--- src/rtl/lis_pkg.sv ---
// Package of constants and types for the laser enable interlock sequencer.

package lis_pkg;

  // ----------------------------------------------------------------
  // Timing
  // ----------------------------------------------------------------
  localparam int unsigned CLK_HZ       = 20_000_000;
  localparam int unsigned ENABLE_DLY_S = 5;
  localparam int unsigned ENABLE_DLY_CYC = CLK_HZ * ENABLE_DLY_S;
  localparam int unsigned TMR_W        = 27;

  // ----------------------------------------------------------------
  // Register offsets
  // ----------------------------------------------------------------
  localparam logic [7:0] OFS_CTRL   = 8'h00;
  localparam logic [7:0] OFS_STATUS = 8'h04;
  localparam logic [7:0] OFS_TIMER  = 8'h08;

  // ----------------------------------------------------------------
  // Field positions and reset values
  // ----------------------------------------------------------------
  localparam int unsigned CTRL_SW_INHIBIT = 0;
  localparam logic       CTRL_RST         = 1'b0;

  localparam int unsigned ST_INTERLOCK = 0;
  localparam int unsigned ST_SHUT_REQ  = 1;
  localparam int unsigned ST_SHUT_SW   = 2;
  localparam int unsigned ST_INHIBIT   = 3;
  localparam int unsigned ST_READY     = 4;
  localparam int unsigned ST_RF_POWER  = 5;
  localparam int unsigned ST_LASE_EN   = 6;
  localparam int unsigned ST_OVERTEMP  = 7;

  // ----------------------------------------------------------------
  // Sequencer states
  // ----------------------------------------------------------------
  typedef enum logic [1:0] {
    SEQ_OFF  = 2'b00,
    SEQ_WAIT = 2'b01,
    SEQ_LASE = 2'b10,
    SEQ_OT   = 2'b11
  } lis_state_t;

endpackage

--- src/rtl/lis_sequencer.sv ---
// Laser enable interlock sequencer with APB status and control registers.
`timescale 1ns/1ps
`default_nettype none

module lis_sequencer #(
  parameter int unsigned DLY_CYC = lis_pkg::ENABLE_DLY_CYC
) (
  input  wire logic        pclk,
  input  wire logic        presetn,
  input  wire logic        psel,
  input  wire logic        penable,
  input  wire logic        pwrite,
  input  wire logic [7:0]  paddr,
  input  wire logic [31:0] pwdata,
  output logic [31:0]      prdata,
  output logic             pready,
  output logic             pslverr,
  input  wire logic        interlock_in,
  input  wire logic        shutter_req_in,
  input  wire logic        shutter_sw_open_in,
  input  wire logic        inhibit_req_in,
  input  wire logic        over_temp_in,
  input  wire logic        pwm_in,
  output logic             rf_power_en,
  output logic             pwm_gate,
  output logic             ready_oe_n,
  output logic             shutter_open_oe_n,
  output logic             interlock_open_oe_n,
  output logic             over_temp_oe_n,
  output logic             lase_active_oe_n
);

  // ----------------------------------------------------------------
  // Declarations
  // ----------------------------------------------------------------
  lis_pkg::lis_state_t       st_ff;
  lis_pkg::lis_state_t       nxt_st;
  logic                      ot_ff;
  logic                      nxt_ot;
  logic                      ctrl_ff;
  logic                      nxt_ctrl;
  logic                      rf_ff;
  logic                      nxt_rf;
  logic                      pwm_gate_ff;
  logic                      nxt_pwm_gate;
  logic                      ready_oe_n_ff;
  logic                      nxt_ready_oe_n;
  logic                      shut_oe_n_ff;
  logic                      nxt_shut_oe_n;
  logic                      ilk_oe_n_ff;
  logic                      nxt_ilk_oe_n;
  logic                      ot_oe_n_ff;
  logic                      nxt_ot_oe_n;
  logic                      lase_oe_n_ff;
  logic                      nxt_lase_oe_n;
  logic [31:0]               prdata_ff;
  logic [31:0]               nxt_prdata;
  logic                      pready_ff;
  logic                      nxt_pready;
  logic                      pslverr_ff;
  logic                      nxt_pslverr;
  logic                      shut_stat;
  logic                      ready_cond;
  logic                      allow;
  logic                      tmr_run;
  logic                      tmr_done;
  logic [lis_pkg::TMR_W-1:0] tmr_cnt;
  logic                      setup;
  logic                      wr_acc;
  logic                      lase_en;

  // ----------------------------------------------------------------
  // Address decode
  // ----------------------------------------------------------------
  function automatic logic is_mapped(input logic [7:0] a);
    if (a == lis_pkg::OFS_CTRL) begin
      return 1'b1;
    end else if (a == lis_pkg::OFS_STATUS) begin
      return 1'b1;
    end else if (a == lis_pkg::OFS_TIMER) begin
      return 1'b1;
    end else begin
      return 1'b0;
    end
  endfunction

  // ----------------------------------------------------------------
  // Enable conditions
  // ----------------------------------------------------------------
  // shutter status term
  assign shut_stat  = shutter_sw_open_in && shutter_req_in;
  // inhibit and latched fault hold ready off
  assign ready_cond = interlock_in && shutter_req_in && !inhibit_req_in && !ot_ff
                      && !ctrl_ff;
  assign allow      = interlock_in && ready_cond && shut_stat;
  assign lase_en    = (st_ff == lis_pkg::SEQ_LASE);
  assign tmr_run    = (st_ff == lis_pkg::SEQ_WAIT) && allow;

  lis_delay_timer #(
    .LIMIT (DLY_CYC)
  ) u_timer (
    .pclk    (pclk),
    .presetn (presetn),
    .run     (tmr_run),
    .cnt     (tmr_cnt),
    .done    (tmr_done)
  );

  // ----------------------------------------------------------------
  // Sequencer
  // ----------------------------------------------------------------
  always_comb begin
    nxt_ot = ot_ff || over_temp_in;
    nxt_st = st_ff;
    case (st_ff)
      lis_pkg::SEQ_OFF: begin
        // power-up and interlock return start the delay
        if (nxt_ot) begin
          nxt_st = lis_pkg::SEQ_OT;
        end else if (allow) begin
          nxt_st = lis_pkg::SEQ_WAIT;
        end
      end
      lis_pkg::SEQ_WAIT: begin
        if (nxt_ot) begin
          nxt_st = lis_pkg::SEQ_OT;
        end else if (!allow) begin
          nxt_st = lis_pkg::SEQ_OFF;
        end else if (tmr_done) begin
          nxt_st = lis_pkg::SEQ_LASE;
        end
      end
      lis_pkg::SEQ_LASE: begin
        if (nxt_ot) begin
          nxt_st = lis_pkg::SEQ_OT;
        end else if (!allow) begin
          nxt_st = lis_pkg::SEQ_OFF;
        end
      end
      default: begin
        nxt_st = lis_pkg::SEQ_OT;
      end
    endcase
  end

  // ----------------------------------------------------------------
  // Outputs
  // ----------------------------------------------------------------
  always_comb begin
    // RF power in delay and lase states
    nxt_rf         = allow && !nxt_ot &&
                     ((nxt_st == lis_pkg::SEQ_WAIT) || (nxt_st == lis_pkg::SEQ_LASE));
    nxt_pwm_gate   = (nxt_st == lis_pkg::SEQ_LASE) && pwm_in;
    nxt_ready_oe_n = !(ready_cond && !nxt_ot);
    nxt_shut_oe_n  = !shut_stat;
    nxt_ilk_oe_n   = interlock_in;
    nxt_ot_oe_n    = !nxt_ot;
    nxt_lase_oe_n  = !nxt_pwm_gate;
  end

  always_ff @(posedge pclk or negedge presetn) begin
    if (!presetn) begin
      st_ff         <= lis_pkg::SEQ_OFF;
      ot_ff         <= 1'b0;
      rf_ff         <= 1'b0;
      pwm_gate_ff   <= 1'b0;
      ready_oe_n_ff <= 1'b1;
      shut_oe_n_ff  <= 1'b1;
      ilk_oe_n_ff   <= 1'b1;
      ot_oe_n_ff    <= 1'b1;
      lase_oe_n_ff  <= 1'b1;
    end else begin
      st_ff         <= nxt_st;
      ot_ff         <= nxt_ot;
      rf_ff         <= nxt_rf;
      pwm_gate_ff   <= nxt_pwm_gate;
      ready_oe_n_ff <= nxt_ready_oe_n;
      shut_oe_n_ff  <= nxt_shut_oe_n;
      ilk_oe_n_ff   <= nxt_ilk_oe_n;
      ot_oe_n_ff    <= nxt_ot_oe_n;
      lase_oe_n_ff  <= nxt_lase_oe_n;
    end
  end

  // ----------------------------------------------------------------
  // APB slave
  // ----------------------------------------------------------------
  assign setup  = psel && !penable;
  assign wr_acc = psel && penable && pready_ff && pwrite;

  always_comb begin
    nxt_ctrl    = ctrl_ff;
    nxt_pready  = setup;
    nxt_pslverr = setup && !is_mapped(paddr);
    nxt_prdata  = '0;
    if (wr_acc && (paddr == lis_pkg::OFS_CTRL)) begin
      nxt_ctrl = pwdata[lis_pkg::CTRL_SW_INHIBIT];
    end
    if (setup && !pwrite) begin
      if (paddr == lis_pkg::OFS_CTRL) begin
        nxt_prdata[lis_pkg::CTRL_SW_INHIBIT] = ctrl_ff;
      end else if (paddr == lis_pkg::OFS_STATUS) begin
        nxt_prdata[lis_pkg::ST_INTERLOCK] = interlock_in;
        nxt_prdata[lis_pkg::ST_SHUT_REQ]  = shutter_req_in;
        nxt_prdata[lis_pkg::ST_SHUT_SW]   = shutter_sw_open_in;
        nxt_prdata[lis_pkg::ST_INHIBIT]   = inhibit_req_in;
        nxt_prdata[lis_pkg::ST_READY]     = !ready_oe_n_ff;
        nxt_prdata[lis_pkg::ST_RF_POWER]  = rf_ff;
        nxt_prdata[lis_pkg::ST_LASE_EN]   = lase_en;
        nxt_prdata[lis_pkg::ST_OVERTEMP]  = ot_ff;
      end else if (paddr == lis_pkg::OFS_TIMER) begin
        nxt_prdata[lis_pkg::TMR_W-1:0] = tmr_cnt;
      end
    end
  end

  always_ff @(posedge pclk or negedge presetn) begin
    if (!presetn) begin
      ctrl_ff    <= lis_pkg::CTRL_RST;
      pready_ff  <= 1'b0;
      pslverr_ff <= 1'b0;
      prdata_ff  <= '0;
    end else begin
      ctrl_ff    <= nxt_ctrl;
      pready_ff  <= nxt_pready;
      pslverr_ff <= nxt_pslverr;
      prdata_ff  <= nxt_prdata;
    end
  end

  assign prdata              = prdata_ff;
  assign pready              = pready_ff;
  assign pslverr             = pslverr_ff;
  assign rf_power_en         = rf_ff;
  assign pwm_gate            = pwm_gate_ff;
  assign ready_oe_n          = ready_oe_n_ff;
  assign shutter_open_oe_n   = shut_oe_n_ff;
  assign interlock_open_oe_n = ilk_oe_n_ff;
  assign over_temp_oe_n      = ot_oe_n_ff;
  assign lase_active_oe_n    = lase_oe_n_ff;

  // ----------------------------------------------------------------
  // Checks
  // ----------------------------------------------------------------
  a_powerup_ready: assert property (@(posedge pclk) disable iff (!presetn)
    (interlock_in && shutter_req_in && !inhibit_req_in && !ot_ff && !ctrl_ff && !over_temp_in)
    |=> !ready_oe_n_ff) else $error("Ready not asserted with conditions met.");

  a_ot_latched: assert property (@(posedge pclk) disable iff (!presetn)
    ot_ff |=> ot_ff && (st_ff == lis_pkg::SEQ_OT) && !rf_ff) else $error("Over-temperature cleared.");

  a_ilk_return: assert property (@(posedge pclk) disable iff (!presetn)
    (st_ff == lis_pkg::SEQ_OFF) && allow && !ot_ff && !over_temp_in
    |=> (st_ff == lis_pkg::SEQ_WAIT)) else $error("Delay not started on return.");

  a_inhibit_off: assert property (@(posedge pclk) disable iff (!presetn)
    inhibit_req_in |=> !rf_ff && !lase_en) else $error("RF on during inhibit.");

  a_lase_after_dly: assert property (@(posedge pclk) disable iff (!presetn)
    $rose(lase_en) |-> $past(tmr_done) && $past(tmr_run)) else $error("Lasing before delay.");

  a_rf_needs_stat: assert property (@(posedge pclk) disable iff (!presetn)
    (ready_oe_n_ff || shut_oe_n_ff) |-> !rf_ff)
    else $error("RF on with ready or shutter inactive.");

  a_ready_follows: assert property (@(posedge pclk) disable iff (!presetn)
    lase_en |-> !ready_oe_n_ff) else $error("Ready open while lasing.");

  a_wait_full: assert property (@(posedge pclk) disable iff (!presetn)
    (st_ff == lis_pkg::SEQ_WAIT) && !tmr_done |=> !lase_en) else $error("Delay cut short.");

  a_rf_all_three: assert property (@(posedge pclk) disable iff (!presetn)
    rf_ff |-> $past(interlock_in) && $past(ready_cond) && $past(shut_stat))
    else $error("RF on without all conditions.");

  a_ilk_loss: assert property (@(posedge pclk) disable iff (!presetn)
    presetn && !interlock_in |=> !rf_ff && !ilk_oe_n_ff && ready_oe_n_ff && !lase_en)
    else $error("Interlock loss not handled.");

  a_ilk_switch: assert property (@(posedge pclk) disable iff (!presetn)
    presetn |=> (ilk_oe_n_ff == $past(interlock_in))) else $error("Interlock switch wrong.");

  a_shut_switch: assert property (@(posedge pclk) disable iff (!presetn)
    presetn |=> (shut_oe_n_ff == !($past(shutter_sw_open_in) && $past(shutter_req_in))))
    else $error("Shutter switch wrong.");

endmodule // lis_sequencer

`default_nettype wire

--- src/rtl/lis_delay_timer.sv ---
// Abortable enable delay counter.
`timescale 1ns/1ps
`default_nettype none

module lis_delay_timer #(
  parameter int unsigned LIMIT = lis_pkg::ENABLE_DLY_CYC
) (
  input  wire logic                     pclk,
  input  wire logic                     presetn,
  input  wire logic                     run,
  output logic [lis_pkg::TMR_W-1:0]     cnt,
  output logic                          done
);

  localparam logic [lis_pkg::TMR_W-1:0] LAST = lis_pkg::TMR_W'(LIMIT - 1);

  logic [lis_pkg::TMR_W-1:0] cnt_ff;
  logic [lis_pkg::TMR_W-1:0] nxt_cnt;
  logic                      done_ff;
  logic                      nxt_done;

  // ----------------------------------------------------------------
  // Next count
  // ----------------------------------------------------------------
  // abort and restart
  always_comb begin
    nxt_cnt = cnt_ff;
    if (!run) begin
      nxt_cnt = '0;
    end else if (cnt_ff != LAST) begin
      nxt_cnt = cnt_ff + 1'b1;
    end
    nxt_done = run && (nxt_cnt == LAST);
  end

  always_ff @(posedge pclk or negedge presetn) begin
    if (!presetn) begin
      cnt_ff  <= '0;
      done_ff <= 1'b0;
    end else begin
      cnt_ff  <= nxt_cnt;
      done_ff <= nxt_done;
    end
  end

  assign cnt  = cnt_ff;
  assign done = done_ff;

  a_timer_abort_clr: assert property (@(posedge pclk) disable iff (!presetn)
    !run |=> (cnt_ff == '0) && !done_ff) else $error("Timer did not clear on abort.");

endmodule // lis_delay_timer

`default_nettype wire

--- config.mk ---
export PLATFORM = sky130hd
export DESIGN_NAME = lis_sequencer
export DESIGN_NICKNAME = d
export VERILOG_FILES = /design/src/rtl/lis_pkg.sv /design/src/rtl/lis_sequencer.sv /design/src/rtl/lis_delay_timer.sv
export SDC_FILE = /design/constraint.sdc
export NUM_CORES = 1
export LEC_CHECK = 0
export BUFFER_PORTS_ARGS = -buffer_cell sky130_fd_sc_hd__buf_2
export CAP_MARGIN = 15
export CORE_UTILIZATION = 25
export CTS_CLUSTER_SIZE = 10
export DETAILED_ROUTE_END_ITERATION = 10
export GPL_TIMING_DRIVEN = 0
export PLACE_DENSITY_LB_ADDON = 0.1
export SLEW_MARGIN = 10
export SYNTH_ARGS = -nofsm -noshare
export SYNTH_HDL_FRONTEND = slang
export SYNTH_SLANG_ARGS = --single-unit
--- constraint.sdc ---
create_clock -name pclk -period 2 [get_ports pclk]
set_input_delay 0 -clock pclk [delete_from_list [all_inputs] [get_ports pclk]]
set_output_delay 0 -clock pclk [all_outputs]
set_load 0.05 [all_outputs]
==> results of run 1 <==
[per-layer routing]
metal	share of wire	up-vias	wire (microns)	track usage
met5	0	-	0	0
met2	0.48	33	3980	0.203
met3	0.024	8	196	0.0251
met1	0.48	1258	3950	0.171
met4	0.013	0	110	0.0623
li1	-	1261	-	-
[area by class of cell]
| class | instances | area [sq um] |
|---|---|---|
| fillers | 1330 | 8030 |
| flip-flops and latches | 68 | 1720 |
| repair buffers | 101 | 681 |
| clock inverters | 2 | 35.0 |
| well taps | 172 | 215 |
| plain buffers | 15 | 121 |
| multi-input cells | 216 | 1530 |
| clock buffers | 14 | 264 |
| inverters | 7 | 26.3 |
[worst max-delay path: cells and delay by family (launching register included)]
| kind | cells | cell delay (ps) |
|---|---|---|
| and+or+nand+nor | 5 | 1060 |
| buffers and inverters | 2 | 270 |
| DFF | 1 | 430 |
| adders and majority gates | 1 | 180 |
| AOI/OAI and AO/OA | 2 | 190 |
[cell usage after synthesis, drive strengths merged, types with 2 or more instances]
| cell | count |
|---|---|
| or2 | 2 |
| nand2b | 3 |
| nor3 | 6 |
| nor4 | 7 |
| and2 | 21 |
| nand3 | 7 |
| o21ai | 5 |
| nand2 | 18 |
| nand3b | 4 |
| nand4b | 2 |
| and4 | 2 |
| a22oi | 7 |
| nor2b | 4 |
| a21oi | 9 |
| dfrtp | 63 |
| nor2 | 45 |
| and3 | 4 |
| nand4 | 11 |
| nor3b | 4 |
| xor2 | 18 |
| dfstp | 5 |
| xnor2 | 10 |
| buf | 14 |
| nor4bb | 2 |
| inv | 7 |
| clkbuf | 4 |
| a31oi | 3 |
| ha | 2 |
[power groups by stage]
stage / clock network, W / logic [W] / registers (W)
6_report: 0.00159 / 0.000142 / 0.00138
5_1_grt: 0.00170 / 0.000155 / 0.00138
4_1_cts: 0.00164 / 0.000142 / 0.00138
3_5_place_dp: 0 / 0.000119 / 0.00141
3_3_place_gp: 0 / 0.000113 / 0.00141
2_1_floorplan: 0 / 0.0000372 / 0.00142
[kinds of logic (layout without fill, tap and decap cells)]
logic type / Yosys count / after routing / synth area share
mux: 2 / 2 / 0.00660
simple gates: 147 / 147 / 0.275
buf+inv: 25 / 139 / 0.0388
xor+xnor: 28 / 28 / 0.0761
fa+ha+maj: 2 / 2 / 0.00776
other cells: 1 / 5 / 0.00116
flops: 68 / 68 / 0.530
compound gates: 32 / 32 / 0.0644
[worst paths after layout]
| check | startpoint | cells past startpoint | slack, ps | end |
|---|---|---|---|---|
| worst max-delay path | u_timer.cnt[0] | 10 | -190 | u_timer.done |
| worst min-delay path | penable | 3 | 10 | pslverr |
| worst max register to register | u_timer.cnt[0] | 10 | -190 | u_timer.done |
| worst min register to register | u_timer.cnt[26] | 1 | 530 | prdata[26] |
| max in group asynchronous | presetn | 3 | 1220 | lase_active_oe_n |
| min in group asynchronous | presetn | 2 | 160 | prdata[22] |
[stage by stage]
stage                     instances  total power [W]  utilization  instance area (sq um)
after floorplan                 309          0.00146            -                   3270
after global placement          536          0.00152        0.298                   3760
after detailed placement        537          0.00153        0.299                   3780
after CTS                       586          0.00317        0.353                   4450
after global routing            595          0.00324        0.364                   4590
final                           595          0.00312        0.364                   4590
[cell usage in the layout (no fill, tap or decap), types with 3 or more instances in the layout]
master	Yosys	routed
a22oi_1	7	7
inv_1	7	7
nand2b_1	3	3
buf_2	6	55
buf_6	0	8
nor3b_1	4	3
dfrtp_2	0	8
buf_4	6	38
clkbuf_16	0	9
nand4_1	8	8
clkbuf_1	3	4
nand2_1	18	18
and2_1	21	21
nand3b_1	4	4
nor4_1	4	3
nand4_4	3	3
conb_1	1	5
dfrtp_1	63	55
a31oi_1	3	3
xnor2_1	10	10
nor2_1	45	44
and3_1	4	3
dlygate4sd3_1	0	12
o21ai_0	5	5
nand3_1	6	4
nor2b_1	4	3
nor3_1	5	4
dfstp_2	5	5
a21oi_1	9	7
xor2_1	18	18
[registers in the layout (all words and copies together), names as in the netlist]
register / count
st_ff: 2
prdata: 27
u_timer.cnt: 27
pslverr: 1
pwm_gate: 1
over_temp_oe_n: 1
shutter_open_oe_n: 1
ot_ff: 1
ctrl_ff: 1
ready_oe_n: 1
interlock_open_oe_n: 1
lase_active_oe_n: 1
u_timer.done: 1
rf_power_en: 1
pready: 1
[what timing repair did]
| action | CTS | global route |
|---|---|---|
| resized for setup | 26 | 20 |
| setup buffers | 24 | 9 |
| pin swaps | 14 | 15 |
| endpoints found under the setup margin | 35 | 33 |
| hold buffers | 12 | 0 |
| hold endpoints to repair | 47 | 0 |
==> impl_results.md, run 1 <==
* Data arrival time of the critical path at about 2500 ps
* Sequential share of the synthesized area at 0.530
* CTS tree: done
* Clock group share of total power at 0.511
* Number of rows in the core area at 41
* Count of H-tree levels built during CTS at 3
* Actual transition at the worst max-transition pin at around 890 ps
* Die width at 116 microns
* Initial standard-cell utilization of the core at 0.255
* Flop pwr share at 0.444
* Violations in the final reports: setup timing
* Final setup viols at 1
* Placeable core region at 0.0126 sq mm
* Switching component of the power at between 0.0006 and 0.0007 W
* Avg Inst Size Synth at 10.6 sq um
* Worst Setup End Kind: flip-flop
* Largest fanout of any net on the critical path at 9
* Global routing usage summed across all routing layers at 0.129
* MaxCap Viol Count at 0
* Reported leakage power at ~2.1 nW
* Run status: finished with violations
* Area delta synth->final at 42.4%
* Vias in the first global route at 2476
* Post-detailed-routing wire length at 8.23 mm
* Routed length per instance at between 10 and 15 microns
* Internal cell power at 0.00247 W
* Antenna violations before repair at 0
* Setup TNS Final at -192 ps
* Highest attainable clock frequency at 456 MHz
* Hold crit path type: input port to flip-flop
* Vias per std cell at about 4.3
* Detailed placement HPWL at 5.33 mm
* Number of distinct library cell variants in the gate-level netlist after synthesis at 53
* DIE AREA at ~0.013 sq mm
* Aggregate global routing overflow at 0
* Drt drc at 0
* RD Place Congestion at 0.720
* Combinational share of power at 0.045
* Top cell by count, worst path: buf_6
* Maximum resistive drop on vdd at 0.338 mV
* Number of iterations in the first detailed-routing pass at 4
* CP Data Required Time at about 2300 ps
* Min Clock Period, post-route at 2190 ps
* Routed Antenna Nets at 0
* PortBufs at 55
* Number of violations reported at the end of detailed-routing iteration 0 at roughly 110
* Clock latency on the worst-skew pair at 330 ps
* Number of CTS-inserted buffers at 9
* Layout cell share with drive strength beyond 1 at 0.376
* Post-synth ARST share at 1.00
* Fin worst setup slack at -192 ps
* Final net count at 471
* Clk_skew at 6.94 ps
* Primary flip-flop cell chosen by synthesis mapping: dfrtp_1
* Share of Yosys cell area claimed by the top area cell type at 0.489
* Dominant cells by area after synthesis: dfrtp_1, nor2_1, xor2_1, and2_1, dfstp_2
* Final Max Slew Viols at 0
* Portion of the clock cycle consumed by the worst path in the final layout at 1.10
* Number of storage elements in the synthesis netlist at just under 70
* Dominant cell type by area after synthesis: dfrtp_1
* Chip Height at 116 microns
* Boundary pin count at 92
* Critical setup path kind: flip-flop to flip-flop
* RSZ-0062 raised after global routing: yes
* Tightest hold margin at 9.50 ps
* Sinks on Clock Net at 68
* Setup Slack @ Placement at -657 ps
* Hold violation total from the final report at 0
* Clock Pin Slew Worst Setup and Hold Paths at 50 ps
* Cell at the slowest stage of the critical path: dfrtp_2
* Count of flip-flops with a built-in enable after synthesis at 0
* Global-route wire length before repair at 12.9 mm
* Buffers from clock root to sink, at most at 2
* Clock tree root driver cell: clkbuf_16
* Largest net degree at the start of global routing at 36
* Switching part of the total at 0.209
* Slew margin rel. at 0.404
* Cell Chain, Critical Path: ha_4, nand3_4, or2_4, nor3_4, buf_6, buf_6, o211ai_1, o21ai_0, nand4_1, and4b_1
* Biggest cell delay along the critical path at between 400 and 500 ps
* Power density over the cells at 680 mW/mm^2
* Ys Warns at 0
* Nature of the critical path startpoint: flip-flop
* Ant. Diodes at 0
* Area of the mapped netlist at 0.00322 sq mm
* Via count at 2560
* Count of mapped cells out of synthesis at a little over 300
(Power assumes the default switching activity.)
==> run 2, diff against run 1 <==
PLACE_DENSITY_LB_ADDON = not set   (was 0.1)
SYNTH_HIERARCHICAL = 1   (was not set)
==> impl_results.md, run 2 <==
* Via count at 2699 (+5.4%)
* Global-route wire length before repair at 12.5 mm (-2.8%)
* Number of filler instances in the final layout at 1238 (-6.9%)
* Final net count at 469 (-0.42%)
* Clock tree root driver cell: clkbuf_16
* Seq. cell area at 0.00171 sq mm (-0.29%)
* Clock latency on the worst-skew pair at 330 ps (about the same)
* Primary flip-flop cell chosen by synthesis mapping: dfrtp_1
* Reported leakage power at 2.10 nW (-1.5%)
* Most used standard cell by instance count after synthesis: dfrtp_1
* Startpoint of the worst hold path: paddr[6]
* Avg Inst Size Synth at 10.7 sq um (+1.1%)
* Share of Yosys cell area claimed by the top area cell type at 0.487 (-0.00227)
* Clk_skew at 8.78 ps (+1.84 ps)
* PortBufs at 55 (unchanged)
* Maximum resistive drop on vdd at 0.342 mV (+1.0%)
* Min Clock Period, post-route at 2510 ps (+317 ps)
* Count of mapped cells out of synthesis at 303 (-0.66%)
* Buffers from clock root to sink, at most at 2 (unchanged)
* Aggregate global routing overflow at 0 (unchanged)
* Largest net degree at the start of global routing at 41 (+14%)
* Global routing usage summed across all routing layers at 0.122 (-0.00776)
* CP Data Required Time at 2230 ps (-30 ps)
* Critical setup path kind: flip-flop to flip-flop
* CTS tree: done
* Hold violation total from the final report at 0 (unchanged)
* Placeable core region at 0.0126 sq mm (unchanged)
* Number of storage elements in the synthesis netlist at 68 (unchanged)
* Flop pwr share at 0.427 (-0.017)
* Portion of the clock cycle consumed by the worst path in the final layout at 1.25 (+0.159)
* Dominant cells by area after synthesis: dfrtp_1, and2_2, dfstp_2, xnor2_1, nor2_1
* Boundary pin count at 92 (unchanged)
* Clock group share of total power at 0.527 (+0.016)
* Area of the mapped netlist at 0.00324 sq mm (+0.47%)
* Post-synth ARST share at 1.00 (unchanged)
* Run status: finished with violations
* Antenna violations before repair at 0 (unchanged)
* RSZ-0062 raised after global routing: yes
* Number of rows in the core area at 41 (unchanged)
* Tightest hold margin at 15.3 ps (+5.75 ps)
* Switching part of the total at 0.217 (+0.00846)
* RD Place Congestion at 0.798 (+11%)
* MaxCap Viol Count at 0 (unchanged)
* Detailed placement HPWL at 5.11 mm (-4.3%)
* Largest fanout of any net on the critical path at 4 (-5)
* Ys Warns at 6 (+6)
* Number of distinct library cell variants in the gate-level netlist after synthesis at 53 (unchanged)
* Drt drc at 0 (unchanged)
* Power density over the cells at 693 mW/mm^2 (+2.0%)
* Initial standard-cell utilization of the core at 0.257 (+0.00119)
* Combinational share of power at 0.046 (about the same)
* Chip Height at 116 microns (+0.23%)
* Most common library cell in the layout ignoring fill and taps: dfrtp_1
* Internal cell power at 0.00254 W (+2.8%)
* Final Core Density at 0.370 (+0.00684)
* Count of H-tree levels built during CTS at 3 (unchanged)
* Ant. Diodes at 0 (unchanged)
* Nature of the critical path startpoint: flip-flop
* Number of iterations in the first detailed-routing pass at 4 (unchanged)
* Sinks on Clock Net at 68 (unchanged)
* Vias per std cell at 4.55 (+5.8%)
* Dominant cell type by area after synthesis: dfrtp_1
* DIE AREA at 0.0134 sq mm (+0.46%)
* Post-detailed-routing wire length at 8.14 mm (-1.2%)
* Number of CTS-inserted buffers at 9 (unchanged)
* Count of flip-flops with a built-in enable after synthesis at 0 (unchanged)
* Total area of multi-input combinational cells at 0.00160 sq mm (+4.4%)
* Number of violations reported at the end of detailed-routing iteration 0 at 157 (+39%)
* Routed Antenna Nets at 0 (unchanged)
* Critical Path Start: u_timer/cnt[4]
* Area delta synth->final at 44.4%
* Commonest non-fill, non-tap cells in the layout: dfrtp_1, buf_2, buf_4
* Switching component of the power at 0.000704 W (+8.1%)
* FF-to-FF Start: u_timer/cnt[4]
* Worst Setup End Kind: flip-flop
* Sequential share of the synthesized area at 0.527 (-0.00246)
* Fin worst setup slack at -510 ps (-317 ps)
* Routed length per instance at 13.7 microns (-0.86%)
* Layout cell share with drive strength beyond 1 at 0.430 (+0.0540)
* Final Max Slew Viols at 0 (unchanged)
* Data arrival time of the critical path at 2740 ps (+280 ps)
* Highest attainable clock frequency at 398 MHz (-13%)
* Violations in the final reports: setup timing
* Clock Pin Slew Worst Setup and Hold Paths at 50 ps (about the same)
* Hold crit path type: input port to flip-flop
* Vias in the first global route at 2580 (+4.2%)
* Die width at 116 microns (+0.23%)
* Most numerous cell types in the synthesized netlist: dfrtp_1, nor2_1, and2_2, nand2_1
* Final setup viols at 11 (+10)
==> run 2: final cells by class <==
type | count | area share
inverter | 10 | 0.00803
tap | 172 | 0.0460
buffer | 14 | 0.0249
clock inverter | 7 | 0.0211
multi-input combinational | 213 | 0.341
clock buffer | 9 | 0.0482
timing repair buffer | 100 | 0.144
sequential | 68 | 0.366
==> run 2: timing repair <==
action / 4_1_cts / 5_1_grt
pin swaps: 18 / 22
buffers inserted: 25 / 9
hold buffers: 12 / 0
hold endpoints to repair: 80 / 0
setup endpoints to repair: 26 / 25
gates resized for setup: 29 / 20
==> run 2: critical path, stage by stage (launching register included) <==
cell and delay [ps]:
dfrtp_1 420, nand4_1 160, buf_6 160, or4_4 520
nor3_4 260, buf_6 170, nor3_4 40, xor2_2 180
o2111ai_2 170, nor4_4 310
==> run 2: worst paths after layout <==
check                      cells after the start             endpoint  slack, ps
setup / recovery                               9         u_timer/done       -510
min in group asynchronous                      2            prdata[1]        130
setup reg to reg                               9         u_timer/done       -510
hold / removal                                 4              pslverr         20
hold reg to reg                                1           prdata[19]        500
max in group asynchronous                      3  interlock_open_oe_n       1290
==> run 2: cell families (layout without fill, tap and decap cells) <==
group                      Yosys count  in the layout  share of synthesized area
buffers and inverters               26            140                     0.0460
other                                1              5                    0.00116
AOI/OAI and AO/OA                   32             32                     0.0661
xor gates and xnor gates            25             25                     0.0676
DFF                                 68             68                      0.527
muxes                                4              4                     0.0128
and+or+nand+nor                    145            145                      0.271
adders and majority gates            2              2                    0.00773
==> run 2: power groups by stage <==
stage / logic, W / registers (W) / clock network [W]
finish: 0.000148 / 0.00138 / 0.00171
global route: 0.000164 / 0.00138 / 0.00179
CTS: 0.000149 / 0.00138 / 0.00175
detailed placement: 0.000131 / 0.00141 / 0
global placement: 0.000124 / 0.00141 / 0
floorplan: 0.0000478 / 0.00142 / 0
==> run 2: metal layers <==
layer	share of wire	vias up	track usage
li1	-	1268	-
met1	0.43	1311	0.145
met2	0.49	93	0.202
met3	0.043	27	0.0220
met4	0.036	0	0.0778
met5	0	-	0
==> run 2: metrics by stage <==
step	cell area, sq um	instances	setup TNS (ps)	total power [W]	worst slack [ps]
final	4670	593	-1420	0.00324	-510
after detailed placement	3800	535	-11400	0.00154	-929
after floorplan	3290	307	-465	0.00147	-317
after global routing	4670	593	-2710	0.00334	-603
after CTS	4570	587	-1330	0.00328	-591
after global placement	3780	534	-11770	0.00153	-988
